[src/fp_panel_regs.svh]
`ifndef FP_PANEL_REGS_SVH
`define FP_PANEL_REGS_SVH
// ----------------------------------------------------------------------
// apb register map (byte addresses)
// ----------------------------------------------------------------------
`define FP_REG_STAT     8'h00
`define FP_REG_SET      8'h04
`define FP_REG_CTRL     8'h08
// status word fields
`define FP_ST_REMOTE    0
`define FP_ST_SAVER     1
`define FP_ST_EDIT      2
`define FP_ST_ALARM     3
`define FP_ST_LIMIT     4
`define FP_ST_HREJ      5
`define FP_ST_BUILD     6
// settings word fields
`define FP_SET_ADDR     0
`define FP_SET_BAUD     8
`define FP_SET_PAR      12
`define FP_SET_BUS      16
`define FP_SET_SRQ      17
// control word fields (write only)
`define FP_CT_GOREM     0
`define FP_CT_GOLOC     1
// ----------------------------------------------------------------------
// keypad codes
// ----------------------------------------------------------------------
`define FP_KEY_SETUP    4'h4
`define FP_KEY_SOFT_A   4'h5
`define FP_KEY_SOFT_E   4'h9
`define FP_KEY_COMMIT   4'hA
`define FP_KEY_CLEAR    4'hB
`define FP_KEY_DIGIT    4'hC
`define FP_KEY_REMOTE   4'hD
`define FP_SOFT_B       3'h1
`define FP_SOFT_C       3'h2
`define FP_SOFT_D       3'h3
`define FP_SOFT_E       3'h4
// ----------------------------------------------------------------------
// value limits and reset values
// ----------------------------------------------------------------------
`define FP_SER_ADDR_LO  8'h40
`define FP_SER_ADDR_HI  8'h5F
`define FP_GPIB_ADDR_HI 8'h1F
`define FP_ADDR_MAX     8'h7F
`define FP_BAUD_LAST    3'h6
`define FP_PAR_LAST     2'h2
`define FP_RST_ADDR     8'h40
`define FP_RST_BAUD     3'h5
`define FP_RST_PAR      2'h2
`define FP_DEC_BASE     8'h0A
// ----------------------------------------------------------------------
// timing
// ----------------------------------------------------------------------
`define FP_CLK_NS       20
`define FP_TICK_NS      1_000_000
`define FP_IDLE_MIN     5
`define FP_ENTRY_S      10
`define FP_BEEP_MS      50
`define FP_ERR_MS       300
`endif

[src/fp_pkg.sv]
package fp_pkg;
  // remote bus fitted at build time
  typedef enum logic [1:0] {
    BUILD_SERIAL = 2'h0,
    BUILD_RS232  = 2'h1,
    BUILD_GPIB   = 2'h2
  } build_t;
  // displayed screen, one hot
  typedef enum logic [5:0] {
    SCR_LOG   = 6'b00_0001,
    SCR_HIST  = 6'b00_0010,
    SCR_LEVEL = 6'b00_0100,
    SCR_STAT  = 6'b00_1000,
    SCR_SETUP = 6'b01_0000,
    SCR_RSUB  = 6'b10_0000
  } screen_t;
  // field under edit, one hot
  typedef enum logic [4:0] {
    F_IDLE = 5'b0_0001,
    F_BUS  = 5'b0_0010,
    F_ADDR = 5'b0_0100,
    F_BAUD = 5'b0_1000,
    F_PAR  = 5'b1_0000
  } edit_t;
endpackage : fp_pkg

[src/fp_idle_timer.sv]
`timescale 1ns/10ps
// tick counter that saturates at LIMIT and reports it
module fp_idle_timer #(
  parameter int LIMIT = 10
) (
  // clock and reset
  input  wire logic mclk_i,
  input  wire logic rst_n_i,
  // control
  input  wire logic tick_i,
  input  wire logic restart_i,
  input  wire logic run_i,
  // status
  output logic      done_o
);
  localparam int W = $clog2(LIMIT + 1);
  logic [W-1:0] cnt_r;

  // restart wins over counting so a fresh key always gives a full period
  always_ff @(posedge mclk_i or negedge rst_n_i) begin
    if (!rst_n_i) begin
      cnt_r <= '0;
    end else if (restart_i) begin
      cnt_r <= '0;
    end else if (run_i && tick_i && !done_o) begin
      cnt_r <= cnt_r + W'(1);
    end
  end

  assign done_o = (cnt_r == W'(LIMIT));
endmodule : fp_idle_timer

[src/fp_tone.sv]
`timescale 1ns/10ps
// beeper driver: short acknowledge beep or longer error tone
module fp_tone #(
  parameter int ACK_T = 50,
  parameter int ERR_T = 300
) (
  // clock and reset
  input  wire logic mclk_i,
  input  wire logic rst_n_i,
  // events
  input  wire logic tick_i,
  input  wire logic ack_i,
  input  wire logic err_i,
  // sounders
  output logic      beep_o,
  output logic      err_tone_o
);
  localparam int W = $clog2(ERR_T + ACK_T + 1);
  logic [W-1:0] cnt_r;

  // error preempts a running beep; a beep never cuts an error tone short
  always_ff @(posedge mclk_i or negedge rst_n_i) begin
    if (!rst_n_i) begin
      cnt_r      <= '0;
      beep_o     <= 1'b0;
      err_tone_o <= 1'b0;
    end else if (err_i) begin
      cnt_r      <= W'(ERR_T);
      beep_o     <= 1'b0;
      err_tone_o <= 1'b1;
    end else if (ack_i && (!err_tone_o || cnt_r == '0)) begin
      // a key landing just as the error tone runs out still gets its beep
      cnt_r      <= W'(ACK_T);
      beep_o     <= 1'b1;
      err_tone_o <= 1'b0;
    end else if (cnt_r == '0) begin
      beep_o     <= 1'b0;
      err_tone_o <= 1'b0;
    end else if (tick_i) begin
      cnt_r      <= cnt_r - W'(1);
    end
  end
endmodule : fp_tone

[src/front_panel_remote_control.sv]
// The register offsets and register access over APB are this design's own decisions.
`timescale 1ns/10ps
`include "fp_panel_regs.svh"
module front_panel_remote_control
  import fp_pkg::*;
#(
  parameter int TICK_CYC = `FP_TICK_NS / `FP_CLK_NS,
  parameter int IDLE_T   = `FP_IDLE_MIN * 60 * 1000,
  parameter int ENTRY_T  = `FP_ENTRY_S * 1000
) (
  // clock and reset
  input  wire logic            mclk_i,
  input  wire logic            rst_n_i,
  // build strap
  input  wire fp_pkg::build_t  bus_build_i,
  // keypad and knob
  input  wire logic            key_press_i,
  input  wire logic [3:0]      key_code_i,
  input  wire logic [3:0]      key_digit_i,
  input  wire logic            knob_step_i,
  input  wire logic            knob_up_i,
  input  wire logic [4:0]      soft_map_i,
  // unit state
  input  wire logic [1:0]      rcvr_active_i,
  input  wire logic [9:0]      chan_manual_i,
  input  wire logic [9:0]      chan_limit_i,
  input  wire logic [3:0]      hw_fault_i,
  // apb slave
  input  wire logic            psel,
  input  wire logic            penable,
  input  wire logic            pwrite,
  input  wire logic [7:0]      paddr,
  input  wire logic [31:0]     pwdata,
  output logic [31:0]          prdata,
  output logic                 pready,
  output logic                 pslverr,
  // panel outputs
  output fp_pkg::screen_t      screen_o,
  output logic                 saver_o,
  output logic                 remote_led_o,
  output logic                 alarm_led_o,
  output logic                 correction_limit_indicator_o,
  output logic                 beep_o,
  output logic                 err_tone_o,
  output logic [7:0]           remote_addr_o,
  output logic [2:0]           baud_sel_o,
  output logic [1:0]           parity_o,
  output logic                 bus_sel_o,
  output logic                 srq_en_o
);
  localparam int PW = $clog2(TICK_CYC);

  // ----------------------------------------------------------------------
  // state
  // ----------------------------------------------------------------------
  logic [PW-1:0] pre_r;
  logic          tick_r, remote_r, saver_r, hrej_r, ack_r, err_r;
  logic          alarm_r, limit_r, bus_r, srq_r;
  logic [7:0]    addr_r, pend_r, pend_nxt;
  logic [2:0]    baud_r;
  logic [1:0]    par_r;
  screen_t       scr_r, scr_nxt;
  edit_t         field_r, field_nxt;
  logic          store, bad, rem_nxt, restart_e, ent_exp, idle_exp;
  logic          gpib, rs232, act, wake, saver_ok, rd_ok;
  logic [2:0]    soft_n;
  logic [31:0]   stat_w, set_w, rd_w;
  logic          apb_wr, apb_su, h_set, h_rem, h_loc, h_ok;

  assign gpib  = (bus_build_i == BUILD_GPIB);
  assign rs232 = (bus_build_i == BUILD_RS232);
  // the wake-up key is swallowed so a blind press cannot change anything
  assign wake  = key_press_i && saver_r;
  assign act   = key_press_i && !saver_r;
  assign soft_n = 3'(key_code_i - `FP_KEY_SOFT_A);

  // address window depends on the fitted bus
  function automatic logic addr_ok(input logic [7:0] a, input logic g);
    addr_ok = g ? (a <= `FP_GPIB_ADDR_HI)
                : (a >= `FP_SER_ADDR_LO && a <= `FP_SER_ADDR_HI);
  endfunction : addr_ok

  // stored value of a field, used to restore an entry on the clear key
  function automatic logic [7:0] cur_val(input edit_t f);
    case (f)
      F_BUS:   cur_val = {7'h00, gpib ? srq_r : bus_r};
      F_ADDR:  cur_val = addr_r;
      F_BAUD:  cur_val = {5'h00, baud_r};
      F_PAR:   cur_val = {6'h00, par_r};
      default: cur_val = 8'h00;
    endcase
  endfunction : cur_val

  // ----------------------------------------------------------------------
  // common tick: one prescaler feeds every timer
  // ----------------------------------------------------------------------
  always_ff @(posedge mclk_i or negedge rst_n_i) begin
    if (!rst_n_i) begin
      pre_r  <= '0;
      tick_r <= 1'b0;
    end else if (pre_r == PW'(TICK_CYC - 1)) begin
      pre_r  <= '0;
      tick_r <= 1'b1;
    end else begin
      pre_r  <= pre_r + PW'(1);
      tick_r <= 1'b0;
    end
  end

  // ----------------------------------------------------------------------
  // keypad decode and entry machine
  // ----------------------------------------------------------------------
  always_comb begin
    scr_nxt   = scr_r;
    field_nxt = field_r;
    pend_nxt  = pend_r;
    store     = 1'b0;
    bad       = 1'b0;
    restart_e = (field_r == F_IDLE);
    rem_nxt   = h_loc ? 1'b0 : (h_rem ? 1'b1 : remote_r);
    if (act) begin
      if (key_code_i <= `FP_KEY_SETUP) begin
        scr_nxt   = screen_t'(6'h01 << key_code_i);
        field_nxt = F_IDLE;
      end else if (key_code_i == `FP_KEY_REMOTE) begin
        rem_nxt   = gpib ? 1'b0 : !remote_r;
        field_nxt = F_IDLE;
      end else if (key_code_i <= `FP_KEY_SOFT_E) begin
        case (scr_r)
          SCR_SETUP: begin
            if (soft_n == `FP_SOFT_E) begin
              scr_nxt = SCR_RSUB;
            end else if (!soft_map_i[soft_n]) begin
              bad = 1'b1;
            end
          end
          SCR_RSUB: begin
            restart_e = 1'b1;
            if (soft_n == 3'h0 || remote_r) begin
              bad = 1'b1;
            end else if (soft_n == `FP_SOFT_B) begin
              if (rs232) begin
                bad = 1'b1;
              end else if (gpib) begin
                field_nxt = F_BUS;
                pend_nxt  = {7'h00, (field_r == F_BUS) ? !pend_r[0] : !srq_r};
              end else begin
                field_nxt = F_BUS;
                pend_nxt  = {7'h00, bus_r};
              end
            end else if (soft_n == `FP_SOFT_C) begin
              field_nxt = F_ADDR;
              pend_nxt  = addr_r;
            end else if (gpib) begin
              bad = 1'b1;
            end else if (soft_n == `FP_SOFT_D) begin
              field_nxt = F_BAUD;
              pend_nxt  = {5'h00, baud_r};
            end else begin
              field_nxt = F_PAR;
              pend_nxt  = {6'h00, par_r};
            end
          end
          default: begin
            if (!soft_map_i[soft_n]) begin
              bad = 1'b1;
            end
          end
        endcase
      end else if (remote_r) begin
        bad       = 1'b1;
        field_nxt = F_IDLE;
      end else if (key_code_i == `FP_KEY_COMMIT) begin
        field_nxt = F_IDLE;
        if (field_r == F_ADDR && !addr_ok(pend_r, gpib)) begin
          bad = 1'b1;
        end else begin
          store = (field_r != F_IDLE);
        end
      end else if (key_code_i == `FP_KEY_CLEAR) begin
        pend_nxt  = cur_val(field_r);
        restart_e = 1'b1;
      end else if (key_code_i == `FP_KEY_DIGIT && field_r == F_ADDR) begin
        // a digit typed onto a value above 12 saturates it at 7F so it fails the range check
        pend_nxt = (pend_r > 8'h0C) ? `FP_ADDR_MAX
                 : 8'(pend_r * `FP_DEC_BASE + {4'h0, key_digit_i});
      end else begin
        bad = 1'b1;
      end
    end else if (knob_step_i && !saver_r && field_r != F_IDLE) begin
      if (remote_r) begin
        bad = 1'b1;
      end else begin
        case (field_r)
          F_BUS:   pend_nxt = {7'h00, !pend_r[0]};
          F_ADDR:  pend_nxt = knob_up_i ? pend_r + 8'h01 : pend_r - 8'h01;
          F_BAUD:  pend_nxt = knob_up_i
                 ? ((pend_r[2:0] == `FP_BAUD_LAST) ? 8'h00 : pend_r + 8'h01)
                 : ((pend_r == 8'h00) ? {5'h00, `FP_BAUD_LAST} : pend_r - 8'h01);
          F_PAR:   pend_nxt = knob_up_i
                 ? ((pend_r[1:0] == `FP_PAR_LAST) ? 8'h00 : pend_r + 8'h01)
                 : ((pend_r == 8'h00) ? {6'h00, `FP_PAR_LAST} : pend_r - 8'h01);
          default: pend_nxt = pend_r;
        endcase
      end
    end
    if (ent_exp && field_r != F_IDLE && field_nxt == field_r && !store) begin
      field_nxt = F_IDLE;
      bad       = 1'b1;
    end
  end

  // screen, field and pending value
  always_ff @(posedge mclk_i or negedge rst_n_i) begin
    if (!rst_n_i) begin
      scr_r   <= SCR_STAT;
      field_r <= F_IDLE;
      pend_r  <= 8'h00;
    end else begin
      scr_r   <= scr_nxt;
      field_r <= field_nxt;
      pend_r  <= pend_nxt;
    end
  end

  // local and remote mode
  always_ff @(posedge mclk_i or negedge rst_n_i) begin
    if (!rst_n_i) begin
      remote_r <= 1'b0;
    end else begin
      remote_r <= rem_nxt;
    end
  end

  // ----------------------------------------------------------------------
  // stored remote-link settings
  // ----------------------------------------------------------------------
  assign h_ok = remote_r && addr_ok(pwdata[`FP_SET_ADDR +: 8], gpib)
             && pwdata[`FP_SET_BAUD +: 3] <= `FP_BAUD_LAST
             && pwdata[`FP_SET_PAR +: 2] <= `FP_PAR_LAST;

  always_ff @(posedge mclk_i or negedge rst_n_i) begin
    if (!rst_n_i) begin
      addr_r <= `FP_RST_ADDR;
      baud_r <= `FP_RST_BAUD;
      par_r  <= `FP_RST_PAR;
      bus_r  <= 1'b0;
      srq_r  <= 1'b0;
      hrej_r <= 1'b0;
    end else if (h_set) begin
      hrej_r <= !h_ok;
      if (h_ok) begin
        addr_r <= pwdata[`FP_SET_ADDR +: 8];
        baud_r <= pwdata[`FP_SET_BAUD +: 3];
        par_r  <= pwdata[`FP_SET_PAR +: 2];
        bus_r  <= pwdata[`FP_SET_BUS];
        srq_r  <= pwdata[`FP_SET_SRQ];
      end
    end else if (store) begin
      case (field_r)
        F_BUS: begin
          if (gpib) begin
            srq_r <= pend_r[0];
          end else begin
            bus_r <= pend_r[0];
          end
        end
        F_ADDR:  addr_r <= pend_r;
        F_BAUD:  baud_r <= pend_r[2:0];
        F_PAR:   par_r  <= pend_r[1:0];
        default: addr_r <= addr_r;
      endcase
    end
  end

  // ----------------------------------------------------------------------
  // timers, screen saver and sounder
  // ----------------------------------------------------------------------
  // blanking needs both receivers active and no channel left in manual
  assign saver_ok = (&rcvr_active_i) && !(|chan_manual_i);

  fp_idle_timer #(.LIMIT(ENTRY_T)) u_entry (
    .mclk_i    (mclk_i),
    .rst_n_i   (rst_n_i),
    .tick_i    (tick_r),
    .restart_i (restart_e || field_nxt != field_r),
    .run_i     (field_r != F_IDLE),
    .done_o    (ent_exp)
  );

  fp_idle_timer #(.LIMIT(IDLE_T)) u_idle (
    .mclk_i    (mclk_i),
    .rst_n_i   (rst_n_i),
    .tick_i    (tick_r),
    .restart_i (key_press_i || !saver_ok),
    .run_i     (!saver_r),
    .done_o    (idle_exp)
  );

  always_ff @(posedge mclk_i or negedge rst_n_i) begin
    if (!rst_n_i) begin
      saver_r <= 1'b0;
    end else if (wake || !saver_ok) begin
      saver_r <= 1'b0;
    end else if (idle_exp) begin
      saver_r <= 1'b1;
    end
  end

  // every key acknowledges; on an illegal one the error tone takes the place of the beep
  always_ff @(posedge mclk_i or negedge rst_n_i) begin
    if (!rst_n_i) begin
      ack_r <= 1'b0;
      err_r <= 1'b0;
    end else begin
      ack_r <= key_press_i;
      err_r <= bad;
    end
  end

  fp_tone #(.ACK_T(`FP_BEEP_MS), .ERR_T(`FP_ERR_MS)) u_tone (
    .mclk_i     (mclk_i),
    .rst_n_i    (rst_n_i),
    .tick_i     (tick_r),
    .ack_i      (ack_r),
    .err_i      (err_r),
    .beep_o     (beep_o),
    .err_tone_o (err_tone_o)
  );

  // indicators
  always_ff @(posedge mclk_i or negedge rst_n_i) begin
    if (!rst_n_i) begin
      alarm_r <= 1'b0;
      limit_r <= 1'b0;
    end else begin
      alarm_r <= |hw_fault_i;
      limit_r <= |chan_limit_i;
    end
  end

  // ----------------------------------------------------------------------
  // apb slave, zero wait states
  // ----------------------------------------------------------------------
  assign apb_su = psel && !penable;
  assign apb_wr = psel && penable && pwrite;
  assign h_set  = apb_wr && paddr == `FP_REG_SET;
  assign h_rem  = apb_wr && paddr == `FP_REG_CTRL && pwdata[`FP_CT_GOREM];
  assign h_loc  = apb_wr && paddr == `FP_REG_CTRL && pwdata[`FP_CT_GOLOC];
  assign rd_ok  = paddr == `FP_REG_STAT || paddr == `FP_REG_SET
               || paddr == `FP_REG_CTRL;
  assign pready  = 1'b1;
  assign pslverr = psel && penable && !rd_ok;

  always_comb begin
    stat_w = 32'h0000_0000;
    stat_w[`FP_ST_REMOTE] = remote_r;
    stat_w[`FP_ST_SAVER]  = saver_r;
    stat_w[`FP_ST_EDIT]   = (field_r != F_IDLE);
    stat_w[`FP_ST_ALARM]  = alarm_r;
    stat_w[`FP_ST_LIMIT]  = limit_r;
    stat_w[`FP_ST_HREJ]   = hrej_r;
    stat_w[`FP_ST_BUILD +: 2] = bus_build_i;
    set_w = 32'h0000_0000;
    set_w[`FP_SET_ADDR +: 8] = addr_r;
    set_w[`FP_SET_BAUD +: 3] = baud_r;
    set_w[`FP_SET_PAR +: 2]  = par_r;
    set_w[`FP_SET_BUS]       = bus_r;
    set_w[`FP_SET_SRQ]       = srq_r;
    // status reads are answered in either mode
    case (paddr)
      `FP_REG_STAT: rd_w = stat_w;
      `FP_REG_SET:  rd_w = set_w;
      default:      rd_w = 32'h0000_0000;
    endcase
  end

  // read data captured in the setup cycle, valid through the access cycle
  always_ff @(posedge mclk_i or negedge rst_n_i) begin
    if (!rst_n_i) begin
      prdata <= 32'h0000_0000;
    end else if (apb_su) begin
      prdata <= rd_w;
    end
  end

  assign screen_o      = scr_r;
  assign saver_o       = saver_r;
  assign remote_led_o  = remote_r;
  assign alarm_led_o   = alarm_r;
  assign correction_limit_indicator_o = limit_r;
  assign remote_addr_o = addr_r;
  assign baud_sel_o    = baud_r;
  assign parity_o      = par_r;
  assign bus_sel_o     = bus_r;
  assign srq_en_o      = srq_r;

  // ----------------------------------------------------------------------
  // checks
  // ----------------------------------------------------------------------
  chk_rem_toggle: assert property (@(posedge mclk_i) disable iff (!rst_n_i)
    act && !gpib && key_code_i == `FP_KEY_REMOTE && !apb_wr |=> remote_led_o != $past(remote_r))
    else $error("remote key did not toggle mode");
  chk_gpib_local: assert property (@(posedge mclk_i) disable iff (!rst_n_i)
    act && gpib && key_code_i == `FP_KEY_REMOTE && !h_rem |=> !remote_led_o)
    else $error("remote key did not force local");
  chk_rs232_bus: assert property (@(posedge mclk_i) disable iff (!rst_n_i)
    act && rs232 && scr_r == SCR_RSUB && key_code_i == 4'h6 |=> err_r && $stable(bus_r))
    else $error("bus key accepted on serial-232 build");
  chk_host_local: assert property (@(posedge mclk_i) disable iff (!rst_n_i)
    h_set && !remote_r |=> $stable(addr_r) && $stable(baud_r) && $stable(par_r))
    else $error("host changed settings in local mode");
  chk_panel_remote: assert property (@(posedge mclk_i) disable iff (!rst_n_i)
    act && remote_r && key_code_i == `FP_KEY_COMMIT |=> err_r ##1 err_tone_o)
    else $error("panel commit not refused in remote mode");
  chk_addr_range: assert property (@(posedge mclk_i) disable iff (!rst_n_i)
    act && !remote_r && key_code_i == `FP_KEY_COMMIT && field_r == F_ADDR
    && !addr_ok(pend_r, gpib) |=> err_r && $stable(addr_r))
    else $error("out of range address stored");
  chk_saver_inhibit: assert property (@(posedge mclk_i) disable iff (!rst_n_i)
    !saver_ok |=> !saver_o)
    else $error("display blanked with setup incomplete");
  chk_saver_wake: assert property (@(posedge mclk_i) disable iff (!rst_n_i)
    saver_r && key_press_i |=> !saver_o && !idle_exp)
    else $error("key did not restore display");
  chk_entry_tmo: assert property (@(posedge mclk_i) disable iff (!rst_n_i)
    ent_exp && field_r != F_IDLE && !key_press_i && !knob_step_i
    |=> field_r == F_IDLE && err_r)
    else $error("expired entry not abandoned");
  chk_key_ack: assert property (@(posedge mclk_i) disable iff (!rst_n_i)
    key_press_i |=> ack_r ##1 (beep_o || err_tone_o))
    else $error("key press without acknowledge");
endmodule : front_panel_remote_control

[config.mk]
export PLATFORM = sky130hd
export DESIGN_NAME = front_panel_remote_control
export DESIGN_NICKNAME = d
export VERILOG_FILES = /design/src/fp_pkg.sv /design/src/fp_idle_timer.sv /design/src/fp_tone.sv /design/src/front_panel_remote_control.sv
export VERILOG_INCLUDE_DIRS = /design/src
export SDC_FILE = /design/constraint.sdc
export NUM_CORES = 1
export LEC_CHECK = 0
export BUFFER_PORTS_ARGS = -buffer_cell sky130_fd_sc_hd__buf_2
export CORE_ASPECT_RATIO = 1.75
export CORE_UTILIZATION = 55
export CTS_BUF_LIST = sky130_fd_sc_hd__clkbuf_4 sky130_fd_sc_hd__clkbuf_8
export DETAILED_ROUTE_END_ITERATION = 7
export PLACE_DENSITY = 0.79
export SYNTH_ARGS = -nofsm -noshare
export SYNTH_HDL_FRONTEND = slang
export SYNTH_SLANG_ARGS = --single-unit
[constraint.sdc]
create_clock -name mclk_i -period 4 [get_ports mclk_i]
set_input_delay 0.4 -clock mclk_i [delete_from_list [all_inputs] [get_ports mclk_i]]
set_output_delay 0.4 -clock mclk_i [all_outputs]
set_load 0.005 [all_outputs]
## Word level (Yosys, flattened, before mapping)

Index checks and enable logic that the tools add are counted.
W data, S select, Z words.

| storage, ports and cells | value |
|---|---|
| bits in writable memories | 0 |
| output and inout port bits | 61 |
| bits in latches | 0 |
| logic and storage cells | 301 |
| input port bits | 89 |
| memories kept | 0 |
| ROM bits | 0 |
| bits in registers | 134 |

| operators by class | value |
|---|---|
| shifts and indexed selects | 1 |
| reductions and logical operators | 81 |
| $mul | 1 |
| magnitude comparators | 12 |
| equal/unequal tests | 41 |
| add/sub/neg operators | 8 |
| muxes and demuxes | 134 |
| div/mod/pow operators | 0 |
| bitwise logic cells | 0 |

Operator list:

| cell | number |
|---|---|
| $mux W8 | 28 |
| $mux W5 | 14 |
| $mux W1 | 64 |
| $pmux W8 S4 | 2 |
| $mux W19 | 2 |
| $mux W9 | 4 |
| $pmux W18 S2 | 1 |
| $mux W6 | 5 |
| $logic_and A1 B1 Y1 | 28 |
| $mux W14 | 2 |
| $reduce_bool A2 Y1 | 13 |
| $reduce_or A10 Y1 | 2 |
| $add A19 B1 Y19 const B | 1 |
| $eq A19 B19 Y1 const B | 1 |
| $add A16 B1 Y16 const B | 1 |
| $eq A16 B16 Y1 const B | 1 |
| $eq A4 B4 Y1 const B | 4 |
| $ge A8 B7 Y1 const B | 2 |
| $le A8 B5 Y1 const B | 2 |
| $le A8 B7 Y1 const B | 2 |
| $logic_not A8 Y1 | 2 |
| $mux W16 | 1 |
| $mux W3 | 5 |
| $add A14 B1 Y14 const B | 1 |
| other kinds (54) | 90 |

## Logic depth before layout (Yosys ltp)

Gate-level depths: netlist of the first run.

| depth | value |
|---|---|
| depth in word-level cells | 19 |
| mapped depth | 11 |
| depth with buffers taken out | 9 |

## Hierarchy

From an unflattened synthesis of the first run, not the netlist that was laid out.

| second synthesis, totals | value |
|---|---|
| cell total of the unflattened synthesis | 917 |
| area, all modules | 8,170.3 um^2 |

By module, submodules not included:

| module | area each (um^2) | seq. area each (um^2) | instances | cells an instance |
|---|---|---|---|---|
| front_panel_remote_control | 5,733.0 | 1,834.3 | 1 | 671 |
| fp_idle_timer (u_idle) | 1,012.2 | 475.5 | 1 | 101 |
| fp_idle_timer (u_entry) | 800.8 | 350.3 | 1 | 85 |
| fp_tone | 624.3 | 275.3 | 1 | 60 |

## Worst setup path before layout of the first run

OpenSTA, ideal clock, no wires.

| timing path | value |
|---|---|
| path type | register to register |
| from | reg pend_r[1] |
| to | reg pend_r[7] |
| setup time | 141 ps |
| setup slack | 1,462 ps |
| clock period less this slack | 2,538 ps |
| stages on the path, launching flop included | 10 |
| data arrival time | 2,398 ps |
| buffers on the path | 0 |
| required time | 3,859 ps |
| cell sequence | dfrtp_1 ha_1 ha_1 fa_1 xor2_1 o2111ai_1 xnor3_1 a32oi_1 o21a_1 o2bb2ai_1 |

| on the way | value |
|---|---|
| longest elaborated chain between the ends | 11 |
| elaborated cells on any way between the ends | 27 |
| classes of those cells | 3 x add/sub; 1 x mul; 1 x order compare; 2 x eq/ne; 19 x mux; 1 x reduce/logical |

Ends and longest elaborated chain:

| what | line | source |
|---|---|---|
| from (decl) | front_panel_remote_control.sv:59 | `logic [7:0] addr_r, pend_r, pend_nxt;` |
| from (signal assigned) | front_panel_remote_control.sv:222 | `pend_r <= pend_nxt;` |
| $mul A8 B3 Y7 (no source line) | n/a |  |
| $add A8 B4 Y8 | front_panel_remote_control.sv:186 | `` : 8'(pend_r * `FP_DEC_BASE + {4'h0, key_digit_i}); `` |
| $mux W8 | front_panel_remote_control.sv:185 | `` pend_nxt = (pend_r > 8'h0C) ? `FP_ADDR_MAX `` |
| $mux W8 | front_panel_remote_control.sv:183 | `` end else if (key_code_i == `FP_KEY_DIGIT && field_r == F_ADDR) begin `` |
| $mux W8 | front_panel_remote_control.sv:180 | `` end else if (key_code_i == `FP_KEY_CLEAR) begin `` |
| $mux W8 | front_panel_remote_control.sv:173 | `` end else if (key_code_i == `FP_KEY_COMMIT) begin `` |
| $mux W8 | front_panel_remote_control.sv:170 | `end else if (remote_r) begin` |
| $mux W8 | front_panel_remote_control.sv:128 | `` end else if (key_code_i <= `FP_KEY_SOFT_E) begin `` |
| $mux W8 | front_panel_remote_control.sv:125 | `` end else if (key_code_i == `FP_KEY_REMOTE) begin `` |
| $mux W8 | front_panel_remote_control.sv:122 | `` if (key_code_i <= `FP_KEY_SETUP) begin `` |
| $mux W8 * | front_panel_remote_control.sv:121 | `if (act) begin` |

Mark *: on every way between the ends. The rest lies on a longest branch, timed or not. The select of a mux whose other input is x is not followed.
A chain may end at the register's enable or synchronous reset.

## Worst setup path in the final report of the first run

| timing path | value |
|---|---|
| from | in key_code_i[0] |
| to | reg pend_r[0] |

| on the way | value |
|---|---|
| longest elaborated chain between the ends | 12 |
| elaborated cells on any way between the ends | 36 |
| classes of those cells | 1 x add/sub; 2 x order compare; 16 x eq/ne; 13 x mux; 4 x reduce/logical |

Ends and longest elaborated chain:

| what | line | source |
|---|---|---|
| from (decl) | front_panel_remote_control.sv:18 | `input wire logic [3:0] key_code_i,` |
| $sub A3 B3 Y3 (no source line) | n/a |  |
| $eq A3 B2 Y1 (no source line) | n/a |  |
| $mux W3 | front_panel_remote_control.sv:156 | `` end else if (soft_n == `FP_SOFT_D) begin `` |
| $mux W8 | front_panel_remote_control.sv:154 | `end else if (gpib) begin` |
| $mux W8 | front_panel_remote_control.sv:151 | `` end else if (soft_n == `FP_SOFT_C) begin `` |
| $mux W8 | front_panel_remote_control.sv:141 | `` end else if (soft_n == `FP_SOFT_B) begin `` |
| $mux W8 | front_panel_remote_control.sv:139 | `if (soft_n == 3'h0 \|\| remote_r) begin` |
| $mux W8 | front_panel_remote_control.sv:129 | `case (scr_r)` |
| $mux W8 | front_panel_remote_control.sv:128 |  |
| $mux W8 | front_panel_remote_control.sv:125 |  |
| $mux W8 | front_panel_remote_control.sv:122 |  |
| $mux W8 | front_panel_remote_control.sv:121 |  |

Parallel ways exist; a longest one is shown, timed or not. The select of a mux whose other input is x is not followed.

==> summary.txt, run 1 <==
Outcome: completed
PD cells: 384 nW/um^2
CTS resizes: 0
Largest net degree at the start of global routing: 74
FF-to-FF End: pend_r[0]
Clk_lat worst skew: 450 ps
Top cells by area, synth: dfrtp_1 34%, ha_1 4.5%, nand2_1 4.0%
Synth top area share: 34.1%
# clock sinks: 117
CTS tree: done
Die Ht: 163 um
Die Wd: 94.0 um
Leakage power: 4.02 nW
Crit Reg-Reg Startpoint: field_r[2]
Reg2Reg Setup Slack: 960 ps
Async S/R FF share, synth: 100%
Setup Total Neg Slack: 0 ps
FF+latch count, synth: 117
Complex-gate fraction of the synthesized area: 18.1%
RSZ-0062 raised after global routing: false
R2R depth: 6
Register area share after synthesis: 36.0%
Post-CTS setup buffers: 0
CTS Root Cell: clkbuf_8
Worst Setup Slack, final: 917 ps
GPL Wtd Cong: 1.03
Max incr delay on CP: 720 ps
Post-synth EDFFs: 0
Avg WL per Cell: 19.5 um
Final hold vios: 0
# setup viols final: 0
Max-Cap Viols: 0
Post-route DRC: 0
Post-Place Setup Slack: 487 ps
XOR/XNOR Fraction of Synth Area: 6.62%
Main combinational cell family by area after synthesis: simple AND/OR/NAND/NOR gates
Placed cell area: 8750 sq um
Adder-cell share of the synthesized area: 4.95%
Synth Warn #: 0
Clk_skew: 14.4 ps
Tot GR Track Use: 31.9%
Non-filler cells, final: 1,206
Met3 Usage GRT: 5.79%
Max IR drop VDD: 0.259 mV
Number of cell rows: 58
Clock H-tree levels: 4
M2 GR Usage: 55.3%
Startpoint types: input port
Layout cells sized above 1: 20.6%
Hold Path Class: in2async
Synth unique cells: 88
Core box area: 14,400 sq um
Synth Flop Type: dfrtp_1
DR vias/cell: 6.31
Critical path class: in2reg
CTS max path bufs: 2
# diodes: 0
Synthesized area per cell: 8.91 sq um
Worst rel slew slack: 38.0%
Syn Inst Count: 914
Met1 usage: 33.2%
Max FO, Critical Path: 19
Sequence of cells on the critical path: buf_2 > inv_1 > ha_1 > ha_1 > nor2b_1 > or2_2 > a2111oi_2 > o31a_1 > o21ai_1 > o32a_1
Vias post-DR: 7,608
DR pass1 iterations: 7
Initial antenna violation count: 0
Min cycle time layout: 3080 ps
WP data required: 4340 ps
GRT Residual Overflow: 0
Initial Util: 56.4%
Cts hold-fix bufs: 0
Worst-Margin Slew: 931 ps
Max Freq: 324 MHz
Post-Syn Area: 8140 sq um
P&R area growth vs syn: 12.4%
Layout Nets: 1,133
Part of the cycle the worst path needs: 77.1%
Vias in the first global route: 7,420
Slew Limit Fails: 0
Antenna Violating Nets Remaining: 0
Finished Cell Area: 9150 sq um
Multiplexer share of the synthesized area: 3.70%
Leading area contributor after synthesis: dfrtp_1
Cells after DPL: 1,174
Clock-pin slew on the worst setup and hold paths: 90 ps
CTS Buf Count: 17
Cell mode on critical path: ha_1
Die ar.: 15,300 sq um
Worst path arrival time: 3420 ps
Slowest CP cell: ha_1
Fill count: 1,247
Final wirelength: 23,500 um
Crit. End Element: flop
GR peak layer: met2
Global-route wire length before repair: 37,200 um
Hpwl dp: 17,400 um
Post-Synth Simple-Gate Area: 25.0%
Number of port buffers: 114
Top Ports: 150
Initial DRC count: 447
Final core utilization: 63.4%
-- worst max-delay path, delay by kind of cell --
| family | cells | cell delay (ps) |
|---|---|---|
| simple gates | 2 | 560 |
| compound gates | 4 | 1150 |
| fa+ha+maj | 2 | 1060 |
| buf+inv | 2 | 240 |
-- layout make-up --
type | instances | area (sq um) | area share [%]
clock buffers | 17 | 234 | 2.56
clock inverters | 15 | 161 | 1.76
inverters | 29 | 109 | 1.19
multi-input cells | 724 | 4820 | 52.7
flip-flops and latches | 117 | 2940 | 32.1
well taps | 180 | 225 | 2.46
repair buffers | 124 | 661 | 7.22
-- cell usage after synthesis, types with 20 or more instances --
| cell | count |
|---|---|
| xnor2_1 | 31 |
| clkbuf_1 | 21 |
| nand2_1 | 87 |
| mux2i_1 | 20 |
| nor2_1 | 77 |
| nand3_1 | 34 |
| buf_4 | 22 |
| nor3_1 | 32 |
| ha_1 | 29 |
| nand4_1 | 20 |
| xor2_1 | 28 |
| o21ai_0 | 47 |
| inv_1 | 29 |
| a21oi_1 | 39 |
| dfrtp_1 | 111 |
-- per-layer routing --
| layer | vias up | part of all wire (%) |
|---|---|---|
| li1 | 3489 | - |
| met1 | 3654 | 35 |
| met2 | 344 | 52 |
| met3 | 121 | 6.0 |
| met4 | 0 | 7.4 |
| met5 | - | 0 |
-- where the power goes --
part | switching (mW) | internal, mW
Sequential | 0.134 | 1.23
Clock | 0.591 | 0.521
Combinational | 0.610 | 0.423
Total | 1.34 | 2.17
-- how the worst max path moves through the flow --
| stage | from | to | slack [ps] | cells past startpoint |
|---|---|---|---|---|
| after floorplan | pend_r[1] | pend_r[7] | 1460 | 9 |
| after global placement | key_code_i[0] | pend_r[0] | 550 | 10 |
| after detailed placement | key_code_i[0] | pend_r[0] | 490 | 10 |
| after CTS | key_code_i[0] | pend_r[0] | 960 | 10 |
| after global routing | key_code_i[0] | pend_r[0] | 670 | 10 |
| final | key_code_i[0] | pend_r[0] | 920 | 10 |
-- through the flow --
stage,power (mW),hold WS [ps]
final,3.51,59.2
after detailed placement,2.38,471
after global routing,3.67,145
after floorplan,2.08,104
after CTS,3.49,107
after global placement,2.37,462
-- cell families after synthesis --
kind of cell,after synthesis
AO/OA/AOI/OAI,207
multiplexers,28
buffers and inverters,89
adder cells (fa/ha/maj),31
XOR/XNOR,60
flip-flops,117
AND/OR/NAND/NOR,380
other,2
-- layout by cell type (no fill, tap or decap), drive strengths merged, types with 12 or more instances in the layout --
master	count
buf	124
dfrtp	111
nand2	87
nor2	79
o21ai	50
a21oi	42
inv	38
nor3	36
nand3	34
xnor2	31
ha	29
xor2	28
nand4	20
mux2i	20
nor4	20
conb	18
nand2b	17
clkbuf	17
or3	15
and3	14
nor2b	13
a22o	12
-- registers in the layout, indices dropped and copies added, names as in the netlist, 2 cells and up --
| signal | flops |
|---|---|
| baud_sel_o | 3 |
| field_r | 5 |
| parity_o | 2 |
| pend_r | 8 |
| prdata | 15 |
| pre_r | 16 |
| remote_addr_o | 8 |
| screen_o | 6 |
| u_entry.cnt_r | 14 |
| u_idle.cnt_r | 19 |
| u_tone.cnt_r | 9 |
(Power assumes the default switching activity.)
==> inputs of run 2 (changes only) <==
CORE_UTILIZATION = 53   (was 55)
PLACE_DENSITY = 0.8   (was 0.79)
clock period = 2.6 ns   (was 4 ns; I/O delays follow)
==> run 2 against run 1 <==
Core utilization up 2.3 points. Clock power up 60%. Register-to-register slack worse by 850 ps. Worst setup slack worse by 800 ps. Hold slack worse by 31 ps. Non-clock buffer count up 79. Highest routed layer unchanged.
==> summary.txt, run 2 (synthesis results as in run 1) <==
Outcome: completed
Min-Delay Startpoint: hw_fault_i[3]
Number of port buffers: 114
Switching Fraction: 36.4%
CTS Buf Count: 17
Largest registers: u_idle.cnt_r x19, pre_r x16, prdata x15
Number of flip-flops in the largest register: 19
Critical path class: reg2reg
Worst path arrival time: 2850 ps
Post-CTS setup buffers: 0
# setup viols final: 0
Worst Setup Slack, final: 115 ps
Clock H-tree levels: 4
Clock power frac: 30.7%
Min cycle time layout: 2490 ps
PD cells: 592 nW/um^2
Initial DRC count: 407
GPL Wtd Cong: 1.02
Commonest non-fill, non-tap cell in the layout: buf_2
Hpwl dp: 19,100 um
CTS max path bufs: 2
# diodes: 0
RSZ-0062 raised after global routing: false
Clk_lat worst skew: 450 ps
Avg WL per Cell: 19.4 um
GRT Residual Overflow: 0
Max IR drop VDD: 0.511 mV
Clock-pin slew on the worst setup and hold paths: 90 ps
Power Total: 5.79 mW
Final wirelength: 25,000 um
Max FO, Critical Path: 9
DR vias/cell: 6.11
Core box area: 14,900 sq um
Final hold vios: 0
Logic pwr share: 34.8%
Vias in the first global route: 7,962
M2 GR Usage: 58.0%
Crit path launch: pend_r[1]
P_int: 3.68 mW
Antenna Violating Nets Remaining: 0
Vias post-DR: 7,875
Slew Limit Fails: 0
Commonest non-fill, non-tap cells in the layout: 113 x buf_2, 111 x dfrtp_1, 87 x nand2_1
WP data required: 2970 ps
Hold Path Class: in2reg
NetSw: 2.11 mW
Leakage power: 4.41 nW
Number of cell rows: 59
# clock sinks: 117
Global-route wire length before repair: 39,900 um
Crit. End Element: flop
Most flop-heavy register: u_idle.cnt_r
Layout cells sized above 1: 26.2%
Worst rel slew slack: 55.8%
Worst-Margin Slew: 663 ps
Clk_skew: 18.9 ps
Initial antenna violation count: 0
P&R area growth vs syn: 20.2%
Met3 Usage GRT: 5.17%
Die Ht: 166 um
Post-Place Setup Slack: -75.3 ps
Top Ports: 150
Final core utilization: 65.7%
Part of the cycle the worst path needs: 95.6%
CTS tree: done
Die ar.: 15,900 sq um
Setup Total Neg Slack: 0 ps
Die Wd: 95.7 um
Layout Nets: 1,212
Startpoint types: flop
Post-route DRC: 0
Crit Reg-Reg Startpoint: pend_r[1]
Max-Cap Viols: 0
Max Freq: 402 MHz
Initial Util: 54.6%
Largest net degree at the start of global routing: 49
Tot GR Track Use: 33.1%
Flop pwr share: 34.5%
Met1 usage: 35.2%
CTS Root Cell: clkbuf_8
DR pass1 iterations: 5
GR peak layer: met2
-- run 2: cell count changes in the layout (fill, tap and decap cells not counted), moves of 2 or more --
cell           change
buf_4             +75
clkinv_4           -2
clkinvlp_4         +3
dlygate4sd3_1      +3
inv_8              -3
-- run 2: path summary, 6_finish.rpt --
| kind | slack (ps) | endpoint | cells after the start |
|---|---|---|---|
| max in group asynchronous | 1450 | u_tone.cnt_r[2] | 3 |
| setup / recovery | 110 | pend_r[6] | 9 |
| hold / removal | 30 | alarm_led_o | 2 |
| hold reg to reg | 490 | prdata[3] | 2 |
| min in group asynchronous | 360 | u_idle.cnt_r[3] | 2 |
| setup reg to reg | 110 | pend_r[6] | 9 |
-- run 2: layout make-up --
type	count	area [sq um]
clock inverter	14	166
timing repair buffer	203	1270
fill	1252	5120
clock buffer	18	241
sequential	117	2940
inverter	29	109
tap	183	229
multi-input combinational	724	4840
-- run 2: metal layers --
layer | routed length [um] | vias up
met1 | 8670 | 3733
met3 | 1410 | 117
met5 | 0 | -
met2 | 13100 | 365
met4 | 1820 | 0
li1 | - | 3660
-- run 2: repair_timing --
action / in CTS / in global routing
setup endpoints to repair: 0 / 2
hold buffers: 3 / 0
hold endpoints to repair: 43 / 0
resized for setup: 0 / 2
-- run 2: metrics by stage --
| step | std cells | area, sq um | hold WS (ps) |
|---|---|---|---|
| after floorplan | 930 | 8200 | -35.6 |
| after global placement | 1253 | 9340 | 310 |
| after detailed placement | 1253 | 9340 | 311 |
| after CTS | 1288 | 9780 | 5.22 |
| after global routing | 1288 | 9790 | 6.68 |
| final | 1288 | 9790 | 28.5 |
-- run 2: power by group through the flow --
stage,registers [mW],clock network [mW],logic [mW]
3_5_place_dp,2.03,0,1.94
6_report,2.00,1.78,2.02
4_1_cts,1.99,1.81,1.96
5_1_grt,2.00,1.88,2.19
3_3_place_gp,2.03,0,1.91
2_1_floorplan,2.00,0,1.20
-- run 2: worst max-delay path: stages (launching register included) --
cell and delay [ps]:
dfrtp_1 410, buf_4 200, inv_1 80, ha_1 160
or3b_2 470, or3_4 350, nor2_1 110, o21ai_0 100
a221o_1 340, a41oi_2 190
==> inputs of run 3 (changes only) <==
CORE_UTILIZATION = 52   (was 53)
CTS_BUF_LIST = sky130_fd_sc_hd__clkbuf_16   (was sky130_fd_sc_hd__clkbuf_4 sky130_fd_sc_hd__clkbuf_8)
PLACE_DENSITY = 0.78   (was 0.8)
SYNTH_HIERARCHICAL = 1   (was default)
==> run 3 against run 2 <==
Global-route usage shrank 3.3 points. Synthesized cell count increased by 0.33%. Sequential share of layout area down 1.5 points. Non-clock buffer count rose by 31. Sequential power barely moved. Worst setup slack got worse by 83 ps. Power up 15%. Combinational power increased by 21%. Final cell count up 2.8%. Register-to-register slack worse by 80 ps. Critical path type unchanged. Largest power group unchanged.
==> summary.txt, run 3 <==
Outcome: completed
Crit path max-delay family: simple AND/OR/NAND/NOR gates
Final wirelength: 23,500 um
Top Ports: 150
Main combinational cell family by area after synthesis: simple AND/OR/NAND/NOR gates
Global-route wire length before repair: 38,700 um
PD cells: 649 nW/um^2
Worst-Margin Slew: 576 ps
CTS tree: done
Synth cell count leaders: 111 x dfrtp_1, 91 x nand2_1, 87 x nor2_1
FF+latch area: 2940 sq um
Adder-cell share of the synthesized area: 4.78%
Multiplexer share of the synthesized area: 4.62%
Die ar.: 16,200 sq um
Part of the cycle the worst path needs: 98.8%
P&R area growth vs syn: 26.0%
Critical path class: reg2reg
Setup Total Neg Slack: 0 ps
Slowest CP cell: or4_4
Antenna Violating Nets Remaining: 0
Max incr delay on CP: 410 ps
Layout cells sized above 1: 31.5%
Finished Cell Area: 10,300 sq um
Core box area: 15,400 sq um
Initial Util: 53.1%
Max Freq: 389 MHz
Syn Inst Count: 917
Clock-pin slew on the worst setup and hold paths: 60 ps
Power Total: 6.68 mW
FF+latch count, synth: 117
Worst rel slew slack: 61.1%
Synthesized area per cell: 8.91 sq um
Max FO, Critical Path: 5
Hold WS: 30.7 ps
Leading area contributor after synthesis: dfrtp_1
Async S/R FF share, synth: 100%
Placed cell area: 9610 sq um
Number of cell rows: 60
Vias in the first global route: 7,996
Max-Cap Viols: 0
Synth top area share: 34.0%
Vias post-DR: 7,818
GPL Wtd Cong: 0.957
Complex-gate fraction of the synthesized area: 18.0%
# clock sinks: 117
Min cycle time layout: 2570 ps
Post-Syn Area: 8170 sq um
Commonest non-fill, non-tap cells in the layout: 114 x buf_2, 114 x buf_4, 111 x dfrtp_1
Synth Warn #: 6
Die Wd: 96.8 um
WP data required: 2940 ps
Startpoint types: flop
Avg WL per Cell: 17.7 um
CTS max path bufs: 2
Worst path arrival time: 2910 ps
Layout Nets: 1,243
Clk_lat worst skew: 410 ps
Initial antenna violation count: 1
Sequence of cells on the critical path: nor4_4 > buf_4 > o2111ai_4 > or2_4 > or3_4 > a221oi_2 > o21ai_2 > buf_6 > or4_4 > nand2_2
Post-route DRC: 0
Hpwl dp: 17,900 um
GRT Residual Overflow: 0
Initial DRC count: 455
Footprint of the multi-input gates: 4900 sq um
# setup viols final: 0
Register area share after synthesis: 35.9%
Top cells by area, synth: dfrtp_1 34%, ha_1 4.3%, nand2_1 4.2%
RSZ-0062 raised after global routing: true
XOR/XNOR Fraction of Synth Area: 5.25%
CTS Root Cell: clkbuf_16
Post-synth EDFFs: 0
Max IR drop VDD: 0.698 mV
Number of flip-flops in the largest register: 19
Slew Limit Fails: 0
Buf+Inv Stages, Crit Path: 2
Synth unique cells: 104
Largest net degree at the start of global routing: 45
Fill count: 1,234
Clock H-tree levels: 4
Number of port buffers: 114
Hold Path Class: in2reg
CTS Buf Count: 17
Most flop-heavy register: u_idle/cnt_r
Most common cell in the synthesized netlist: dfrtp_1
Post-Synth Simple-Gate Area: 24.9%
Clk_skew: 11.9 ps
DR vias/cell: 5.90
Leakage power: 4.63 nW
Final core utilization: 66.9%
Synth Flop Type: dfrtp_1
Largest registers: u_idle/cnt_r x19, pre_r x16, prdata x15
Die Ht: 168 um
Crit. End Element: flop
Final hold vios: 0
Tot GR Track Use: 29.8%
DR pass1 iterations: 5
==> run 3: changes by cell type in the layout (fill, tap and decap cells not counted), moves of 8 or more <==
cell | before | now
inv_1 | 29 | 37
and3_1 | 14 | 3
nor2_1 | 77 | 85
buf_4 | 85 | 114
clkbuf_16 | 0 | 17
clkbuf_8 | 17 | 0
==> run 3: repair_timing <==
action,in CTS,in global routing
cloned,0,1
gates resized for setup,1,16
setup buffers,1,5
endpoints found under the hold margin,35,0
pin swaps,3,10
hold buffers,1,0
endpoints found under the setup margin,5,19
==> run 3: path summary, 6_finish.rpt <==
check | cells after the start | slack (ps) | to | start
worst min register to register | 2 | 480 | prdata[3] | prdata[3]
worst min-delay path | 3 | 30 | correction_limit_indicator_o | chan_limit_i[8]
worst max-delay path | 10 | 30 | u_entry/cnt_r[9] | screen_o[0]
min in group asynchronous | 2 | 360 | u_idle/cnt_r[15] | rst_n_i
worst max register to register | 10 | 30 | u_entry/cnt_r[9] | screen_o[0]
max in group asynchronous | 3 | 1530 | baud_sel_o[0] | rst_n_i
==> run 3: layout make-up <==
cell class	instances	share of cell area, %
flip-flops and latches	117	28.5
clock buffers	17	4.13
multi-input cells	714	47.6
inverters	40	1.46
diodes	1	0.0243
repair buffers	234	14.7
well taps	186	2.26
clock inverters	15	1.29
==> run 3: per-layer routing <==
metal  up-vias  GRT usage [%]  share of wire, %
li1       3700              -                 -
met1      3745           31.9                36
met2       276           54.7                54
met3        97           3.86               4.0
met4         0           18.9               5.7
met5         -              0                 0
==> run 3: cell families (layout without fill, tap and decap cells) <==
| logic type | after synthesis | in the layout |
|---|---|---|
| other cells | 2 | 19 |
| compound gates | 207 | 207 |
| xor+xnor | 49 | 49 |
| buf+inv | 102 | 306 |
| mux | 32 | 32 |
| simple gates | 378 | 378 |
| fa+ha+maj | 30 | 30 |
| flops | 117 | 117 |
==> run 3: power by group <==
part	internal (mW)	switching [mW]
clock	1.32	0.903
combinational	1.16	1.29
sequential	1.91	0.117
total	4.38	2.31
==> run 3: metrics by stage <==
stage               instances  setup slack, ps
floorplan                 933            -65.0
global placement         1283             -252
detailed placement       1283             -290
CTS                      1317             18.0
global route             1324            -86.1
finish                   1324             31.5
==> run 3: tightest hold or removal path, delay by kind of cell <==
kind	cells	cell delay [ps]
buffers and inverters	1	80
and+or+nand+nor	2	80
